**config.mk**
```make
export PLATFORM = sky130hd
export DESIGN_NAME = timer16_capture_compare
export DESIGN_NICKNAME = d
export VERILOG_FILES = /design/src/tcc_pkg.sv /design/src/timer16_capture_compare.sv
export SDC_FILE = /design/constraint.sdc
export NUM_CORES = 1
export LEC_CHECK = 0
export BUFFER_PORTS_ARGS = -buffer_cell sky130_fd_sc_hd__buf_2
export CORE_UTILIZATION = 30
export DETAILED_ROUTE_END_ITERATION = 6
export PLACE_DENSITY = 0.59
export SLEW_MARGIN = 20
export SYNTH_ARGS = -nofsm -noshare
export SYNTH_HDL_FRONTEND = slang
export SYNTH_SLANG_ARGS = --single-unit
```
**constraint.sdc**
```tcl
create_clock -name pclk -period 2.1 [get_ports pclk]
set_input_delay 0.42 -clock pclk [delete_from_list [all_inputs] [get_ports pclk]]
set_output_delay 0.42 -clock pclk [all_outputs]
set_load 0.01 [all_outputs]
```
**src/tcc_pkg.sv**
```systemverilog
package tcc_pkg;

    // register byte offsets
    localparam logic [7:0] ADDR_CTRL = 8'h00;
    localparam logic [7:0] ADDR_STATUS = 8'h04;
    localparam logic [7:0] ADDR_FORCE = 8'h08;
    localparam logic [7:0] ADDR_CAPTURE_LO = 8'h0C;
    localparam logic [7:0] ADDR_CAPTURE_HI = 8'h10;
    localparam logic [7:0] ADDR_COMPARE_A_LO = 8'h14;
    localparam logic [7:0] ADDR_COMPARE_A_HI = 8'h18;
    localparam logic [7:0] ADDR_COMPARE_B_LO = 8'h1C;
    localparam logic [7:0] ADDR_COMPARE_B_HI = 8'h20;
    localparam logic [7:0] ADDR_LEVELS = 8'h24;

    // status bit positions and control register width
    localparam int ST_CAPTURE = 0;
    localparam int ST_COMPARE = 1;
    localparam int CTRL_WIDTH = 14;

    // reset values
    localparam logic [13:0] CTRL_RESET = 14'h0000;
    localparam logic [15:0] WORD_RESET = 16'h0000;

    // mode sets, one bit per waveform mode number
    localparam logic [15:0] PWM_MODES = 16'hCFEE;
    localparam logic [15:0] CAPTURE_TOP_MODES = 16'h5500;
    localparam logic [15:0] BOTTOM_UPDATE_MODES = 16'h0300;
    localparam logic [15:0] FAST_MODES = 16'hC0E0;
    localparam logic [15:0] COMPARE_TOP_MODES = 16'h8A10;

    // compare output actions
    localparam logic [1:0] ACT_NONE = 2'h0;
    localparam logic [1:0] ACT_TOGGLE = 2'h1;
    localparam logic [1:0] ACT_CLEAR = 2'h2;
    localparam logic [1:0] ACT_SET = 2'h3;

    // noise filter window
    localparam int FILTER_SAMPLES = 4;

    typedef struct packed {
        logic [1:0] compare_irq_enable;
        logic capture_irq_enable;
        logic [1:0] action_b;
        logic [1:0] action_a;
        logic [3:0] waveform_mode_sel;
        logic capture_rising;
        logic capture_filter_enable;
        logic comparator_capture_select;
    } ctrl_type;

endpackage

```
**src/timer16_capture_compare.sv**
```systemverilog
// Added by the designer: the register addresses and the APB register port.
`timescale 1ns/100ps
module timer16_capture_compare #(
    parameter int ADDR_WIDTH = 8,
    parameter int CHANNELS = 2
) (
    input wire logic pclk,
    input wire logic presetn,
    input wire logic psel,
    input wire logic penable,
    input wire logic pwrite,
    input wire logic [ADDR_WIDTH-1:0] paddr,
    input wire logic [31:0] pwdata,
    output logic [31:0] prdata,
    output logic pready,
    output logic pslverr,
    input wire logic capture_pin,
    input wire logic comparator_output,
    input wire logic [15:0] counter_value,
    input wire logic timer_tick,
    input wire logic counter_write,
    input wire logic counting_down,
    input wire logic at_top,
    input wire logic at_bottom,
    input wire logic capture_irq_ack,
    input wire logic [CHANNELS-1:0] compare_irq_ack,
    output logic capture_irq,
    output logic [CHANNELS-1:0] compare_irq,
    output logic [CHANNELS-1:0] compare_output_state,
    output logic [15:0] top_value,
    output logic top_match
);

    function automatic logic in_set(input logic [15:0] set,
                                    input logic [3:0] mode);
        in_set = set[mode];
    endfunction

    tcc_pkg::ctrl_type ctrl;
    logic [15:0] capture_register;
    logic [7:0] holding;
    logic capture_flag;
    logic [CHANNELS-1:0] compare_flag;
    logic [15:0] compare_register [CHANNELS];
    logic [15:0] compare_buffer [CHANNELS];
    logic sample;
    logic [tcc_pkg::FILTER_SAMPLES-2:0] history;
    logic filtered;
    logic previous;
    logic blocked;

    // bus decode
    wire setup = psel & ~penable;
    wire access = psel & penable;
    wire wr = access & pwrite;
    wire rd = access & ~pwrite;
    wire [7:0] addr = paddr[7:0];
    wire sel_ctrl = addr == tcc_pkg::ADDR_CTRL;
    wire sel_status = addr == tcc_pkg::ADDR_STATUS;
    wire sel_force = addr == tcc_pkg::ADDR_FORCE;
    wire sel_cap_lo = addr == tcc_pkg::ADDR_CAPTURE_LO;
    wire sel_cap_hi = addr == tcc_pkg::ADDR_CAPTURE_HI;
    wire sel_levels = addr == tcc_pkg::ADDR_LEVELS;
    wire [CHANNELS-1:0] sel_cmp_lo;
    wire [CHANNELS-1:0] sel_cmp_hi;
    assign sel_cmp_lo = {addr == tcc_pkg::ADDR_COMPARE_B_LO,
                         addr == tcc_pkg::ADDR_COMPARE_A_LO};
    assign sel_cmp_hi = {addr == tcc_pkg::ADDR_COMPARE_B_HI,
                         addr == tcc_pkg::ADDR_COMPARE_A_HI};
    wire mapped = sel_ctrl | sel_status | sel_force | sel_cap_lo
        | sel_cap_hi | sel_levels | (|sel_cmp_lo) | (|sel_cmp_hi);

    // mode decode
    wire [3:0] mode = ctrl.waveform_mode_sel;
    wire pwm = in_set(tcc_pkg::PWM_MODES, mode);
    wire capture_top = in_set(tcc_pkg::CAPTURE_TOP_MODES, mode);
    wire fast = in_set(tcc_pkg::FAST_MODES, mode);
    wire update_point = in_set(tcc_pkg::BOTTOM_UPDATE_MODES, mode)
        ? at_bottom : at_top;

    assign pready = 1'b1;
    assign pslverr = access & ~mapped;

    localparam int ST_BITS_HI = CHANNELS;

    // read mux
    logic [31:0] next_prdata;
    always_comb begin
        next_prdata = 32'h0000_0000;
        if (sel_ctrl) begin
            next_prdata[tcc_pkg::CTRL_WIDTH-1:0] = ctrl;
        end
        if (sel_status) begin
            next_prdata[ST_BITS_HI:0] = {compare_flag, capture_flag};
        end
        if (sel_cap_lo) begin
            next_prdata[7:0] = capture_register[7:0];
        end
        if (sel_cap_hi) begin
            next_prdata[7:0] = holding;
        end
        if (sel_levels) begin
            next_prdata[CHANNELS:0] = {compare_output_state, filtered};
        end
        for (int c = 0; c < CHANNELS; c++) begin
            if (sel_cmp_lo[c]) begin
                next_prdata[7:0] = pwm ? compare_buffer[c][7:0]
                    : compare_register[c][7:0];
            end
            if (sel_cmp_hi[c]) begin
                next_prdata[7:0] = pwm ? compare_buffer[c][15:8]
                    : compare_register[c][15:8];
            end
        end
    end

    always_ff @(posedge pclk or negedge presetn) begin
        if (!presetn) begin
            prdata <= 32'h0000_0000;
        end else if (setup) begin
            prdata <= next_prdata;
        end
    end

    always_ff @(posedge pclk or negedge presetn) begin
        if (!presetn) begin
            ctrl <= tcc_pkg::CTRL_RESET;
        end else if (wr && sel_ctrl) begin
            ctrl <= pwdata[tcc_pkg::CTRL_WIDTH-1:0];
        end
    end

    // shared high-byte holding register
    wire cmp_hi_wr = wr & (|sel_cmp_hi);
    always_ff @(posedge pclk or negedge presetn) begin
        if (!presetn) begin
            holding <= 8'h00;
        end else if (wr && (sel_cap_hi || cmp_hi_wr)) begin
            holding <= pwdata[7:0];
        end else if (rd && sel_cap_lo) begin
            holding <= capture_register[15:8];
        end
    end

    // trigger path
    wire raw = ctrl.comparator_capture_select
        ? comparator_output : capture_pin;
    wire [tcc_pkg::FILTER_SAMPLES-1:0] window = {history, sample};
    wire agree_high = &window;
    wire agree_low = ~|window;
    wire source = ctrl.capture_filter_enable
        ? filtered : sample;
    wire edge_seen = (source != previous)
        && (source == ctrl.capture_rising);
    wire capture_event = edge_seen & ~capture_top;

    always_ff @(posedge pclk or negedge presetn) begin
        if (!presetn) begin
            sample <= 1'b0;
            history <= '0;
            filtered <= 1'b0;
            previous <= 1'b0;
        end else if (!capture_top) begin
            sample <= raw;
            history <= window[tcc_pkg::FILTER_SAMPLES-2:0];
            if (agree_high || agree_low) begin
                filtered <= sample;
            end
            previous <= source;
        end
    end

    // capture register and flag
    always_ff @(posedge pclk or negedge presetn) begin
        if (!presetn) begin
            capture_register <= tcc_pkg::WORD_RESET;
        end else if (capture_event) begin
            capture_register <= counter_value;
        end else if (wr && sel_cap_lo && capture_top) begin
            capture_register <= {holding, pwdata[7:0]};
        end
    end

    wire cap_clear = capture_irq_ack
        | (wr & sel_status & pwdata[tcc_pkg::ST_CAPTURE]);
    always_ff @(posedge pclk or negedge presetn) begin
        if (!presetn) begin
            capture_flag <= 1'b0;
        end else if (capture_event) begin
            capture_flag <= 1'b1;
        end else if (cap_clear) begin
            capture_flag <= 1'b0;
        end
    end
    assign capture_irq = capture_flag & ctrl.capture_irq_enable;

    // match blocking after a counter write
    always_ff @(posedge pclk or negedge presetn) begin
        if (!presetn) begin
            blocked <= 1'b0;
        end else if (counter_write) begin
            blocked <= 1'b1;
        end else if (timer_tick) begin
            blocked <= 1'b0;
        end
    end

    // counter top for the outside counter
    always_comb begin
        top_value = 16'hFFFF;
        if (capture_top) begin
            top_value = capture_register;
        end else if (in_set(tcc_pkg::COMPARE_TOP_MODES, mode)) begin
            top_value = compare_register[0];
        end
    end
    wire variable_top = capture_top
        | in_set(tcc_pkg::COMPARE_TOP_MODES, mode);
    assign top_match = variable_top & timer_tick & ~blocked
        & (counter_value == top_value);

    wire [1:0] action [CHANNELS];
    assign action[0] = ctrl.action_a;
    assign action[1] = ctrl.action_b;

    genvar ch;
    generate
        for (ch = 0; ch < CHANNELS; ch++) begin : g_channel
            wire equal = counter_value == compare_register[ch];
            wire hit = equal & timer_tick & ~blocked;
            wire forced = wr & sel_force & pwdata[ch] & ~pwm;
            wire low_wr = wr & sel_cmp_lo[ch];
            wire [15:0] word = {holding, pwdata[7:0]};
            wire clear = compare_irq_ack[ch]
                | (wr & sel_status & pwdata[tcc_pkg::ST_COMPARE + ch]);
            logic next_state;

            always_ff @(posedge pclk or negedge presetn) begin
                if (!presetn) begin
                    compare_buffer[ch] <= tcc_pkg::WORD_RESET;
                end else if (low_wr) begin
                    compare_buffer[ch] <= word;
                end
            end

            always_ff @(posedge pclk or negedge presetn) begin
                if (!presetn) begin
                    compare_register[ch] <= tcc_pkg::WORD_RESET;
                end else if (low_wr && !pwm) begin
                    compare_register[ch] <= word;
                end else if (pwm && timer_tick && update_point) begin
                    compare_register[ch] <= compare_buffer[ch];
                end
            end

            always_ff @(posedge pclk or negedge presetn) begin
                if (!presetn) begin
                    compare_flag[ch] <= 1'b0;
                end else if (hit) begin
                    compare_flag[ch] <= 1'b1;
                end else if (clear) begin
                    compare_flag[ch] <= 1'b0;
                end
            end
            assign compare_irq[ch] = compare_flag[ch]
                & ctrl.compare_irq_enable[ch];

            // output state; action read live, no buffering
            always_comb begin
                next_state = compare_output_state[ch];
                if (!pwm) begin
                    if (hit || forced) begin
                        unique case (action[ch])
                            tcc_pkg::ACT_NONE: next_state = next_state;
                            tcc_pkg::ACT_TOGGLE: next_state = ~next_state;
                            tcc_pkg::ACT_CLEAR: next_state = 1'b0;
                            tcc_pkg::ACT_SET: next_state = 1'b1;
                        endcase
                    end
                end else if (action[ch][1]) begin
                    if (fast) begin
                        if (hit) begin
                            next_state = ~action[ch][0];
                        end else if (timer_tick && at_top) begin
                            next_state = action[ch][0];
                        end
                    end else if (hit) begin
                        next_state = counting_down ^ ~action[ch][0];
                    end
                end
            end

            always_ff @(posedge pclk or negedge presetn) begin
                if (!presetn) begin
                    compare_output_state[ch] <= 1'b0;
                end else begin
                    compare_output_state[ch] <= next_state;
                end
            end
        end
    endgenerate

endmodule // timer16_capture_compare

```
### Word level (Yosys, flattened, before mapping)

Memory sizes are Yosys's and may differ from the RTL's.
Index checks and enable logic that the tools add are counted.

| operators by class | value |
|---|---|
| multiplexer cells | 55 |
| reduce and logical (&&, ||, !) cells | 37 |
| bitwise logic cells | 51 |
| equal/unequal tests | 28 |
| order comparisons | 1 |

Operators with widths:

| kind | number |
|---|---|
| $mux 16 | 8 |
| $mux 8 | 12 |
| $eq 16x16->1 | 3 |
| $eq 8x5->1 const B | 4 |
| $mux 1 | 30 |
| $and 1x1->1 | 28 |
| $reduce_bool 2->1 | 10 |
| $eq 8x4->1 const B | 2 |
| $eq 8x6->1 const B | 2 |
| $mux 14 | 1 |
| $ne 3x1->1 const B | 4 |
| $logic_and 1x1->1 | 11 |
| $or 1x1->1 | 11 |
| $not 1->1 | 10 |
| $reduce_and 5->1 | 2 |
| $eq 2x2->1 const B | 4 |
| $eq 8x3->1 const B | 1 |
| $logic_not 8->1 | 1 |
| $ne 2x2->1 const B | 4 |
| $mux 3 | 2 |
| $pmux 1 s3 | 2 |
| $lt 4x5->1 const B | 1 |
| $eq 2x1->1 const B | 2 |
| $logic_not 2->1 | 2 |
| 9 further kinds | 15 |

| word-level totals | value |
|---|---|
| output and inout port bits | 56 |
| bits in registers | 128 |
| bits of input ports | 71 |
| memories kept | 5 |
| bits in read-only memories | 80 |

Memories:

| memory | depth | width | read ports | clocked after Yosys merged registers in | wr ports | RTL line | text |
|---|---|---|---|---|---|---|---|
| (no name shown) | 16 | 1 | 1 | 0 | 0 | timer16_capture_compare.sv:36 | `in_set = set[mode];` |
| (no name shown) | 16 | 1 | 1 | 0 | 0 | timer16_capture_compare.sv:36 |  |
| (no name shown) | 16 | 1 | 1 | 0 | 0 | timer16_capture_compare.sv:36 |  |
| (no name shown) | 16 | 1 | 1 | 0 | 0 | timer16_capture_compare.sv:36 |  |
| (no name shown) | 16 | 1 | 1 | 0 | 0 | timer16_capture_compare.sv:36 |  |

### Depth between registers and ports, before layout

Gate-level depths: netlist of run 1.

| depth | value |
|---|---|
| depth after elaboration | 10 |
| depth in mapped cells | 10 |
| gate-level depth less buffers | 7 |

### Least setup slack after synthesis of run 1

Ideal clock, no wire load.

| path | value |
|---|---|
| path type | reg-to-output |
| start point | reg ctrl (netlist bit mode[0]) |
| end point | out top_match |
| path slack | -0.504 ns |
| path buffers | 2 |
| arrival time | 2.184 ns |
| required time | 1.680 ns |
| stages on the path, launching flop included | 9 |
| path through | dfrtp_1 clkbuf_1 buf_2 o22ai_1 a2bb2oi_1 xor2_1 nor4_1 nand4_1 nor4_1 |

| on the way | value |
|---|---|
| word-level cells in the longest chain between the ends | 6 |
| elaborated cells between the ends (all ways) | 11 |
| those cells by class | 1 x eq/ne; 4 x mux; 4 x bitwise; 2 x memory |

RTL lines:

| item | RTL line | text |
|---|---|---|
| start, declared | timer16_capture_compare.sv:39 | `tcc_pkg::ctrl_type ctrl;` |
| start signal, assigned | timer16_capture_compare.sv:127 | `ctrl <= tcc_pkg::CTRL_RESET;` |
| start signal, assigned | timer16_capture_compare.sv:129 | `ctrl <= pwdata[tcc_pkg::CTRL_WIDTH-1:0];` |
| $mem_v2 16x1 | n/a |  |
| $mux 1 (implied by the code) | timer16_capture_compare.sv:36 |  |
| $mux 16 | timer16_capture_compare.sv:213 | `end else if (in_set(tcc_pkg::COMPARE_TOP_MODES, mode)) begin` |
| $mux 16 * | timer16_capture_compare.sv:211 | `if (capture_top) begin` |
| net top_value[7] | timer16_capture_compare.sv:30 | `output logic [15:0] top_value,` |
| $eq 16x16->1 * | timer16_capture_compare.sv:220 | `& (counter_value == top_value);` |
| $and 1x1->1 * | timer16_capture_compare.sv:220 |  |
| end, declared | timer16_capture_compare.sv:31 | `output logic top_match` |

Mark *: on every way through the listed nets, which the timed path passes. The rest lies on a longest branch. The select of a mux whose other input is x is not followed.

### Final worst setup path of run 1

| path | value |
|---|---|
| start point | reg ctrl (netlist bit mode[1]) |
| end point | out top_match |

| on the way | value |
|---|---|
| word-level cells in the longest chain between the ends | 6 |
| elaborated cells between the ends (all ways) | 11 |
| those cells by class | 1 x eq/ne; 4 x mux; 4 x bitwise; 2 x memory |

RTL lines:

| item | RTL line |
|---|---|
| $mem_v2 16x1 | n/a |
| $mux 1 (implied by the code) | timer16_capture_compare.sv:36 |
| $mux 16 / $or 1x1->1 (equally long branches) | timer16_capture_compare.sv:213, timer16_capture_compare.sv:218 |
| $mux 16 / $and 1x1->1 (equally long branches) | timer16_capture_compare.sv:211, timer16_capture_compare.sv:219 |
| $eq 16x16->1 / $and 1x1->1 (equally long branches) | timer16_capture_compare.sv:220, timer16_capture_compare.sv:219 |
| $and 1x1->1 * | timer16_capture_compare.sv:220 |

Mark *: on every way between the ends. The rest lies on a longest branch, timed or not. The select of a mux whose other input is x is not followed.

==> results of run 1 <==
-- power groups by stage --
stage	Combinational [uW]	Sequential (uW)	Clock (uW)
2_1_floorplan	343	2640	0
3_3_place_gp	700	2680	0
3_5_place_dp	704	2680	0
4_1_cts	777	2640	2770
5_1_grt	848	2650	2890
6_report	789	2640	2720
-- Yosys cell counts, drive strengths merged (4+ instances only) --
cell	instances
a211oi	4
a21oi	37
a221o	9
a221oi	7
a22oi	11
a2bb2oi	4
a31oi	4
and2	6
and3	7
buf	48
clkbuf	23
dfrtp	128
inv	6
mux2	41
mux2i	55
nand2	145
nand2b	21
nand3	10
nand3b	6
nand4	13
nor2	49
nor2b	6
nor3	12
nor4	10
o21ai	70
o22ai	20
o31ai	7
xnor2	37
xor2	11
-- placed cells by master (no fill, tap or decap), types with 13 or more instances in the layout --
master,netlist,final
o21ai_1,10,41
buf_6,4,25
nand4_1,13,13
nand2b_1,21,20
o22ai_1,20,15
a21oi_2,2,20
buf_12,0,17
a21oi_1,35,16
conb_1,2,19
nand2_1,144,135
dfrtp_1,128,128
o21ai_0,60,25
clkbuf_16,0,18
mux2_2,41,41
buf_4,23,135
mux2i_1,55,52
xnor2_1,37,37
nor2_1,44,38
buf_2,20,82
-- registers in the layout, indices dropped and copies added (netlist names) --
signal	cells
compare_flag	2
history	3
capture_flag	1
compare_register	32
mode	4
sample	1
compare_output_state	2
filtered	1
prdata	14
ctrl	6
action	4
capture_register	16
blocked	1
holding	8
previous	1
compare_buffer	32
-- worst max-delay path by stage --
| stage | to | cells past startpoint |
|---|---|---|
| floorplan | top_match | 9 |
| global placement | top_match | 9 |
| detailed placement | top_match | 9 |
| CTS | top_match | 9 |
| global route | top_match | 10 |
| finish | top_match | 9 |
-- cells by family after synthesis --
kind of cell	share of synthesized area, %
compound gates	15.3
xor+xnor	5.45
buf+inv	5.59
flops	41.5
mux	13.1
other cells	0.0973
simple gates	18.9
-- metal layers --
metal | GRT usage (%) | wire, um | vias to the layer above
met5 | 0 | 0 | -
met4 | 11.2 | 1300 | 0
met3 | 4.07 | 2000 | 80
met2 | 35.6 | 13300 | 349
met1 | 30.6 | 12500 | 3625
li1 | - | - | 3402
-- per-stage QoR --
step	total power (uW)	std cells
5_1_grt	6390	1411
3_5_place_dp	3380	1354
4_1_cts	6180	1411
6_report	6150	1411
2_1_floorplan	2980	851
3_3_place_gp	3380	1354
-- timing repair --
action	4_1_cts	5_1_grt
hold buffers	1	0
gates cloned	7	1
buffers inserted	33	7
setup endpoints to repair	49	76
gates resized for setup	117	32
hold endpoints to repair	31	0
pin swaps	36	23
-- area by class of cell --
type / instances / area share (%)
tap: 330 / 3.77
sequential: 128 / 29.2
multi-input combinational: 646 / 41.2
clock inverter: 12 / 0.811
inverter: 6 / 0.206
timing repair buffer: 269 / 20.7
clock buffer: 20 / 4.17
-- worst max-delay path: stages, from the launching register on --
cell,delay (ns)
dfrtp_1,0.41
nor2b_4,0.17
buf_6,0.15
o22ai_2,0.08
a2bb2oi_2,0.19
xor2_1,0.09
nor4_1,0.32
nand4_1,0.14
nor4_2,0.23
buf_2,0.17
==> flow_metrics.py, run 1 <==
metrics = {
    "global_route": {
        "overflow": 0,
        "grt_pass1_wl_um": 44600,
        "grt_pass1_vias": 7448,
        "grt_antenna_before_repair": 0,
        "grt_max_degree": 36,
        "track_usage_pct": 22.9,
    },
    "synth": {
        "synth_cells": 834,
        "synthTopCellsByArea": "dfrtp_1 (42%), mux2i_1 (7.1%), nand2_1 (7.0%), mux2_2 (6.0%), xnor2_1 (4.2%)",
        "syn_area_um2": 7720,
        "synthFlopType": "dfrtp_1",
        "async_flop_share_pct": 100,
        "synth_cell_types": 63,
        "yosys.area.top_type": "dfrtp_1",
        "ys.warnings.count": 0,
        "ys_ff_latch": 128,
        "netlist.area_leader.share_pct": 41.5,
        "ys_seq_area_share_pct": 41.5,
        "synth_edf_count": 0,
        "avgSynthCellArea_um2": 9.25,
    },
    "power": {
        "peakVddDrop_mv": 0.583,
        "p_clk_share_pct": 44.3,
        "power_density_nw_per_um2": 562,
        "combPwrFrac_pct": 12.8,
        "p_sw_uw": 1690,
        "swShare_pct": 27.5,
        "leakage_uw": 0.00482,
        "p_int_uw": 4460,
        "p_seq_share_pct": 42.9,
    },
    "worst_setup_path": {
        "timing.rr.end": "compare_register[15]",
        "arrival_ns": 2.37,
        "critPathMaxFanout": 5,
        "r2r_slack_ns": -0.09,
        "cp_data_required_time_ns": 1.68,
        "startpoint": "mode[1]",
        "path_class": "reg2out",
        "regToRegStartpoint": "mode[0]",
        "r2r_cells": 12,
        "worst_setup_path_start_kind": "flip-flop",
        "end_kind": "output pin",
    },
    "floorplan": {
        "dieArea_um2": 26400,
        "core_um2": 25200,
        "fp-row-count": 58,
        "pin_count": 127,
        "die_w_um": 162,
        "chipHeight_um": 162,
        "start_util_pct": 30.6,
    },
    "routing": {
        "vias": 7456,
        "vias_per_cell": 5.28,
        "wirelength_um": 29200,
        "first_pass_iters": 6,
        "first_iter_violations": 655,
        "drtAntennaViolNets": 0,
        "drc_errors": 0,
        "wl_per_cell_um": 20.7,
    },
    "worst_hold_path": {
        "hold_path_end": "blocked",
        "hold_path_class": "in2reg",
        "min_from": "counter_write",
        "min_path_cells": 2,
    },
    "clocking": {
        "cts_max_path_buffers": 2,
        "clk_pin_slew_worst_paths_ns": 0.06,
        "cts_tree": "done",
        "clk_latency_ns": 0.43,
        "clock-sinks": 128,
        "cts_root_buf": "clkbuf_16",
        "cts_buffers": 17,
        "cts_htree_levels": 4,
    },
    "placement": {
        "hpwlAfterDp_um": 21200,
        "placed_area_um2": 9630,
        "place_ws_ns": -0.361,
        "gp_congestion": 0.953,
        "portBuffers": 89,
    },
    "cells_and_area": {
        "multiInputGateArea_um2": 4510,
        "drive_gt1_share_pct": 40.1,
        "fill_cells": 2411,
        "nNetsFinal": 1139,
        "final_util_pct": 43.5,
        "seq_area_um2": 3200,
        "antennaDiodeCount": 0,
        "area.growth.synth_to_final_pct": 42.0,
        "final_cell_area_um2": 11000,
    },
    "timing": {
        "relSlewSlack_pct": 62.8,
        "period_needed_ns": 2.79,
        "post-route-period-util_pct": 133,
        "slew_violations": 0,
        "hold_viol": 0,
        "worst_slack_ns": -0.690,
        "fmax_mhz": 358,
        "worst_pin_slew_ns": 0.558,
        "rsz0062_at_grt": "true",
        "hold-worst-slack_ns": 0.171,
        "finalSetupTns_ns": -2.81,
        "skew_ns": 0.00950,
        "setup_viol": 23,
    },
    "status": {
        "violations": "negative setup slack",
        "status": "finished, violations left",
    },
    "flow_run": {
        "maxCapViolations": 0,
    },
}
(Power assumes the default switching activity.)
==> inputs of run 2 (changes only) <==
--- a/config.mk
+++ b/config.mk
@@ -8,7 +8,7 @@
 export BUFFER_PORTS_ARGS = -buffer_cell sky130_fd_sc_hd__buf_2
 export CORE_UTILIZATION = 30
 export DETAILED_ROUTE_END_ITERATION = 6
-export PLACE_DENSITY = 0.59
+export PLACE_DENSITY = 0.57
 export SLEW_MARGIN = 20
 export SYNTH_ARGS = -nofsm -noshare
 export SYNTH_HDL_FRONTEND = slang
==> constraint.sdc (replaced) <==
create_clock -name pclk -period 3.05 [get_ports pclk]
set_input_delay 0.61 -clock pclk [delete_from_list [all_inputs] [get_ports pclk]]
set_output_delay 0.61 -clock pclk [all_outputs]
set_load 0.01 [all_outputs]
==> flow_metrics.py, run 2 (synthesis results as in run 1) <==
metrics = {
    "timing": {
        "hold_viol": 0,
        "fmax_mhz": 331,
        "worst_pin_slew_ns": 0.716,
        "worst_slack_ns": 0.0262,
        "relSlewSlack_pct": 52.1,
        "setup_viol": 0,
        "hold-worst-slack_ns": 0.145,
        "finalSetupTns_ns": 0,
        "rsz0062_at_grt": "true",
        "period_needed_ns": 3.02,
        "post-route-period-util_pct": 99.1,
        "skew_ns": 0.00894,
        "slew_violations": 0,
    },
    "flow_run": {
        "maxCapViolations": 0,
    },
    "routing": {
        "first_iter_violations": 508,
        "wl_per_cell_um": 20.5,
        "vias_per_cell": 5.32,
        "met1_length_um": 11500,
        "vias": 6772,
        "drtAntennaViolNets": 0,
        "wl_met3_um": 1600,
        "first_pass_iters": 5,
        "wirelength_um": 26100,
        "met2WireLength_um": 12200,
        "top_layer_used": "met4",
        "drc_errors": 0,
    },
    "placement": {
        "portBuffers": 89,
        "placed_area_um2": 8570,
        "hpwlAfterDp_um": 19100,
        "place_ws_ns": 0.287,
        "gp_congestion": 0.901,
    },
    "cells_and_area": {
        "final_cell_area_um2": 9360,
        "reg.largest.list": "compare_buffer x32, compare_register x32, capture_register x16",
        "drive_gt1_share_pct": 25.5,
        "final_common_cell": "nand2_1",
        "nNetsFinal": 1000,
        "area.growth.synth_to_final_pct": 21.2,
        "final_cell_mix": "nand2_1 (143), dfrtp_1 (126), buf_2 (88)",
        "antennaDiodeCount": 0,
    },
    "worst_setup_path": {
        "slowest_stage": "dfrtp_1",
        "regToRegStartpoint": "mode[3]",
        "cp_data_required_time_ns": 2.44,
        "end_kind": "output pin",
        "startpoint": "mode[1]",
        "critPathMaxStageDelay_ns": 0.41,
        "crit_family": "simple AND/OR/NAND/NOR gates",
        "arrival_ns": 2.41,
        "critPathMaxFanout": 11,
        "path_cells": "nor2b_4 -> buf_12 -> buf_4 -> o22ai_1 -> a21oi_1 -> xnor2_1 -> nand4_1 -> nor4_1 -> buf_2",
        "path_class": "reg2out",
        "worst_setup_path_start_kind": "flip-flop",
        "crit_buf_inv": 3,
    },
    "floorplan": {
        "pin_count": 127,
        "chipHeight_um": 162,
        "core_um2": 25200,
        "start_util_pct": 30.6,
        "fp-row-count": 58,
        "dieArea_um2": 26400,
        "die_w_um": 162,
    },
    "clocking": {
        "clock-sinks": 128,
        "cts_htree_levels": 4,
        "cts_max_path_buffers": 2,
        "clk_pin_slew_worst_paths_ns": 0.06,
        "hold_buffers": 0,
        "cts_root_buf": "clkbuf_16",
        "cts_buffers": 17,
        "cts_tree": "done",
        "clk_latency_ns": 0.43,
    },
    "global_route": {
        "grt_pass1_wl_um": 39000,
        "grt_max_degree": 58,
        "grt_pass1_vias": 6356,
        "track_usage_pct": 20.0,
        "overflow": 0,
        "grt_antenna_before_repair": 0,
    },
    "worst_hold_path": {
        "hold_path_class": "in2async",
    },
    "power": {
        "power_uw": 4400,
        "leakage_uw": 0.00399,
        "peakVddDrop_mv": 0.409,
        "power_density_nw_per_um2": 471,
    },
    "status": {
        "status": "completed",
    },
}
-- run 2: cell count changes in the layout (fill, tap and decap cells not counted), moves of 16 or more --
cell     previous run  this run
a21oi_2            20         4
buf_4             135        34
buf_6              25         1
o21ai_0            25        60
o21ai_1            41        10
a21oi_1            16        32
-- run 2: final cells by class --
class	instances	area (um2)
clock buffers	18	429
clock inverters	14	189
fillers	2550	15800
inverters	6	22.5
multi-input cells	646	4240
flip-flops and latches	128	3210
well taps	330	413
repair buffers	130	857
-- run 2: what timing repair did --
item / in CTS / in global routing
setup buffers: 0 / 5
pin swaps: 0 / 5
resized for setup: 4 / 12
cloned: 0 / 2
setup endpoints to repair: 1 / 1
-- run 2: where the power goes --
part	switching (uW)	leakage (uW)	internal [uW]
clock	813	0.000296	1370
sequential	68.0	0.00174	1750
combinational	257	0.00195	150
-- run 2: final timing paths --
check                                       to  slack [ns]  cells past startpoint
max in group asynchronous  compare_register[4]        2.22                      2
min                                 history[1]        0.14                      1
min reg2reg                          prdata[4]        0.48                      2
max reg2reg                          prdata[2]        0.37                      8
min in group pclk                      blocked        0.37                      2
max                                  top_match        0.03                      9
-- run 2: layer usage --
metal	vias up	GRT usage, %
li1	3118	-
met5	-	0
met1	3353	26.1
met2	251	31.9
met3	50	4.71
met4	0	7.72
-- run 2: worst register-to-register path, delay by kind of cell, from the launching register on --
kind                   cells  cell delay (ns)
AOI/OAI and AO/OA          4             1.01
buffers and inverters      2             0.62
DFF                        1             0.39
muxes                      1             0.23
and+or+nand+nor            1             0.32
-- run 2: through the flow --
| stage | utilization, % | instances |
|---|---|---|
| floorplan | - | 851 |
| global placement | 34.0 | 1233 |
| detailed placement | 34.1 | 1233 |
| CTS | 36.6 | 1265 |
| global route | 37.2 | 1272 |
| finish | 37.2 | 1272 |
==> inputs of run 3 (changes only) <==
==> constraint.sdc (replaced) <==
create_clock -name pclk -period 2.9 [get_ports pclk]
set_input_delay 0.58 -clock pclk [delete_from_list [all_inputs] [get_ports pclk]]
set_output_delay 0.58 -clock pclk [all_outputs]
set_load 0.01 [all_outputs]
==> flow_metrics.py, run 3 (synthesis results as in run 1) <==
metrics = {
    "floorplan": {
        "fp-row-count": 58,
        "pin_count": 127,
        "dieArea_um2": 26400,
        "start_util_pct": 30.6,
        "core_um2": 25200,
        "chipHeight_um": 162,
        "die_w_um": 162,
    },
    "timing": {
        "skew_ns": 0.00804,
        "period_needed_ns": 2.95,
        "relSlewSlack_pct": 50.8,
        "worst_pin_slew_ns": 0.736,
        "setup_viol": 1,
        "fmax_mhz": 339,
        "post-route-period-util_pct": 102,
        "finalSetupTns_ns": -0.0510,
        "hold_viol": 0,
        "rsz0062_at_grt": "true",
        "worst_slack_ns": -0.0510,
        "slew_violations": 0,
    },
    "clocking": {
        "cts_max_path_buffers": 2,
        "cts_tree": "done",
        "cts_buffers": 17,
        "clk_latency_ns": 0.43,
        "clk_pin_slew_worst_paths_ns": 0.06,
        "cts_root_buf": "clkbuf_16",
        "cts_htree_levels": 4,
        "clock-sinks": 128,
    },
    "global_route": {
        "grt_pass1_vias": 6592,
        "track_usage_pct": 20.3,
        "grt_antenna_before_repair": 0,
        "overflow": 0,
        "grt_pass1_wl_um": 39900,
        "grt_max_degree": 57,
    },
    "routing": {
        "vias": 6829,
        "wl_per_cell_um": 20.3,
        "drc_errors": 0,
        "first_iter_violations": 728,
        "wirelength_um": 25900,
        "vias_per_cell": 5.36,
        "first_pass_iters": 7,
        "drtAntennaViolNets": 0,
    },
    "power": {
        "leakage_uw": 0.00401,
        "power_density_nw_per_um2": 516,
        "peakVddDrop_mv": 0.399,
    },
    "worst_setup_path": {
        "path_cells": "nor2b_4 -> nand2_2 -> buf_4 -> a2bb2oi_2 -> xor2_1 -> nor4_1 -> nand4_1 -> nor4_2 -> buf_2",
        "critPathMaxStageDelay_ns": 0.40,
        "regToRegStartpoint": "mode[3]",
        "crit_buf_inv": 2,
        "end_kind": "output pin",
        "path_class": "reg2out",
        "startpoint": "mode[1]",
        "critPathMaxFanout": 8,
        "worst_setup_path_start_kind": "flip-flop",
        "arrival_ns": 2.37,
        "crit_family": "simple AND/OR/NAND/NOR gates",
        "cp_data_required_time_ns": 2.32,
        "slowest_stage": "dfrtp_1",
    },
    "status": {
        "violations": "negative setup slack",
        "status": "finished, violations left",
    },
    "placement": {
        "placed_area_um2": 8590,
        "place_inst": 1239,
        "gp_congestion": 0.915,
        "portBuffers": 89,
        "hpwlAfterDp_um": 19400,
    },
    "cells_and_area": {
        "drive_gt1_share_pct": 25.1,
        "fill_cells": 2509,
        "stdcell_count": 1274,
        "final_util_pct": 37.1,
        "nNetsFinal": 1002,
        "final_cell_area_um2": 9350,
        "seq_area_um2": 3200,
        "multiInputGateArea_um2": 4210,
        "final_cell_mix": "nand2_1 (143), dfrtp_1 (128), buf_2 (88)",
        "reg.largest.list": "compare_buffer x32, compare_register x32, capture_register x16",
        "final_common_cell": "nand2_1",
        "antennaDiodeCount": 0,
        "area.growth.synth_to_final_pct": 21.2,
    },
    "worst_hold_path": {
        "hold_path_class": "in2async",
    },
    "flow_run": {
        "maxCapViolations": 0,
    },
}
run 3: path summary, 6_finish.rpt:
| kind | to | slack (ns) | cells after the start |
|---|---|---|---|
| worst max-delay path | top_match | -0.05 | 9 |
| worst min register to register | prdata[7] | 0.48 | 2 |
| worst min-delay path | history[0] | 0.12 | 1 |
| min in group pclk | blocked | 0.35 | 2 |
| worst max register to register | prdata[6] | 0.37 | 8 |
| max in group asynchronous | prdata[8] | 2.09 | 2 |
run 3: power breakdown:
part	switching, uW	internal [uW]
Combinational	267	154
Clock	830	1660
Sequential	71.8	1840
run 3: layout make-up:
type	instances	area share [%]
well taps	330	4.41
repair buffers	132	8.72
inverters	6	0.241
clock inverters	12	2.46
clock buffers	20	4.88
multi-input cells	646	45.0
flip-flops and latches	128	34.2
run 3: timing repair:
action | CTS | global route
gates resized for setup | 9 | 1
buffers inserted | 3 | 0
pin swaps | 0 | 1
hold buffers | 0 | 0
setup endpoints to repair | 1 | 1
run 3: layer usage:
layer / part of all wire (%) / GRT usage, %
met5: 0 / 0
met2: 47 / 32.3
met1: 44 / 27.0
met4: 3.7 / 7.72
met3: 6.0 / 4.13
run 3: stage by stage:
| stage | hold WS, ns | power, uW | setup WS [ns] |
|---|---|---|---|
| 2_1_floorplan | 0.284 | 2150 | 0.136 |
| 3_3_place_gp | 0.451 | 2350 | 0.203 |
| 3_5_place_dp | 0.461 | 2360 | 0.223 |
| 4_1_cts | 0.129 | 4860 | -0.0539 |
| 5_1_grt | 0.139 | 4990 | -0.263 |
| 6_report | 0.116 | 4830 | -0.0510 |
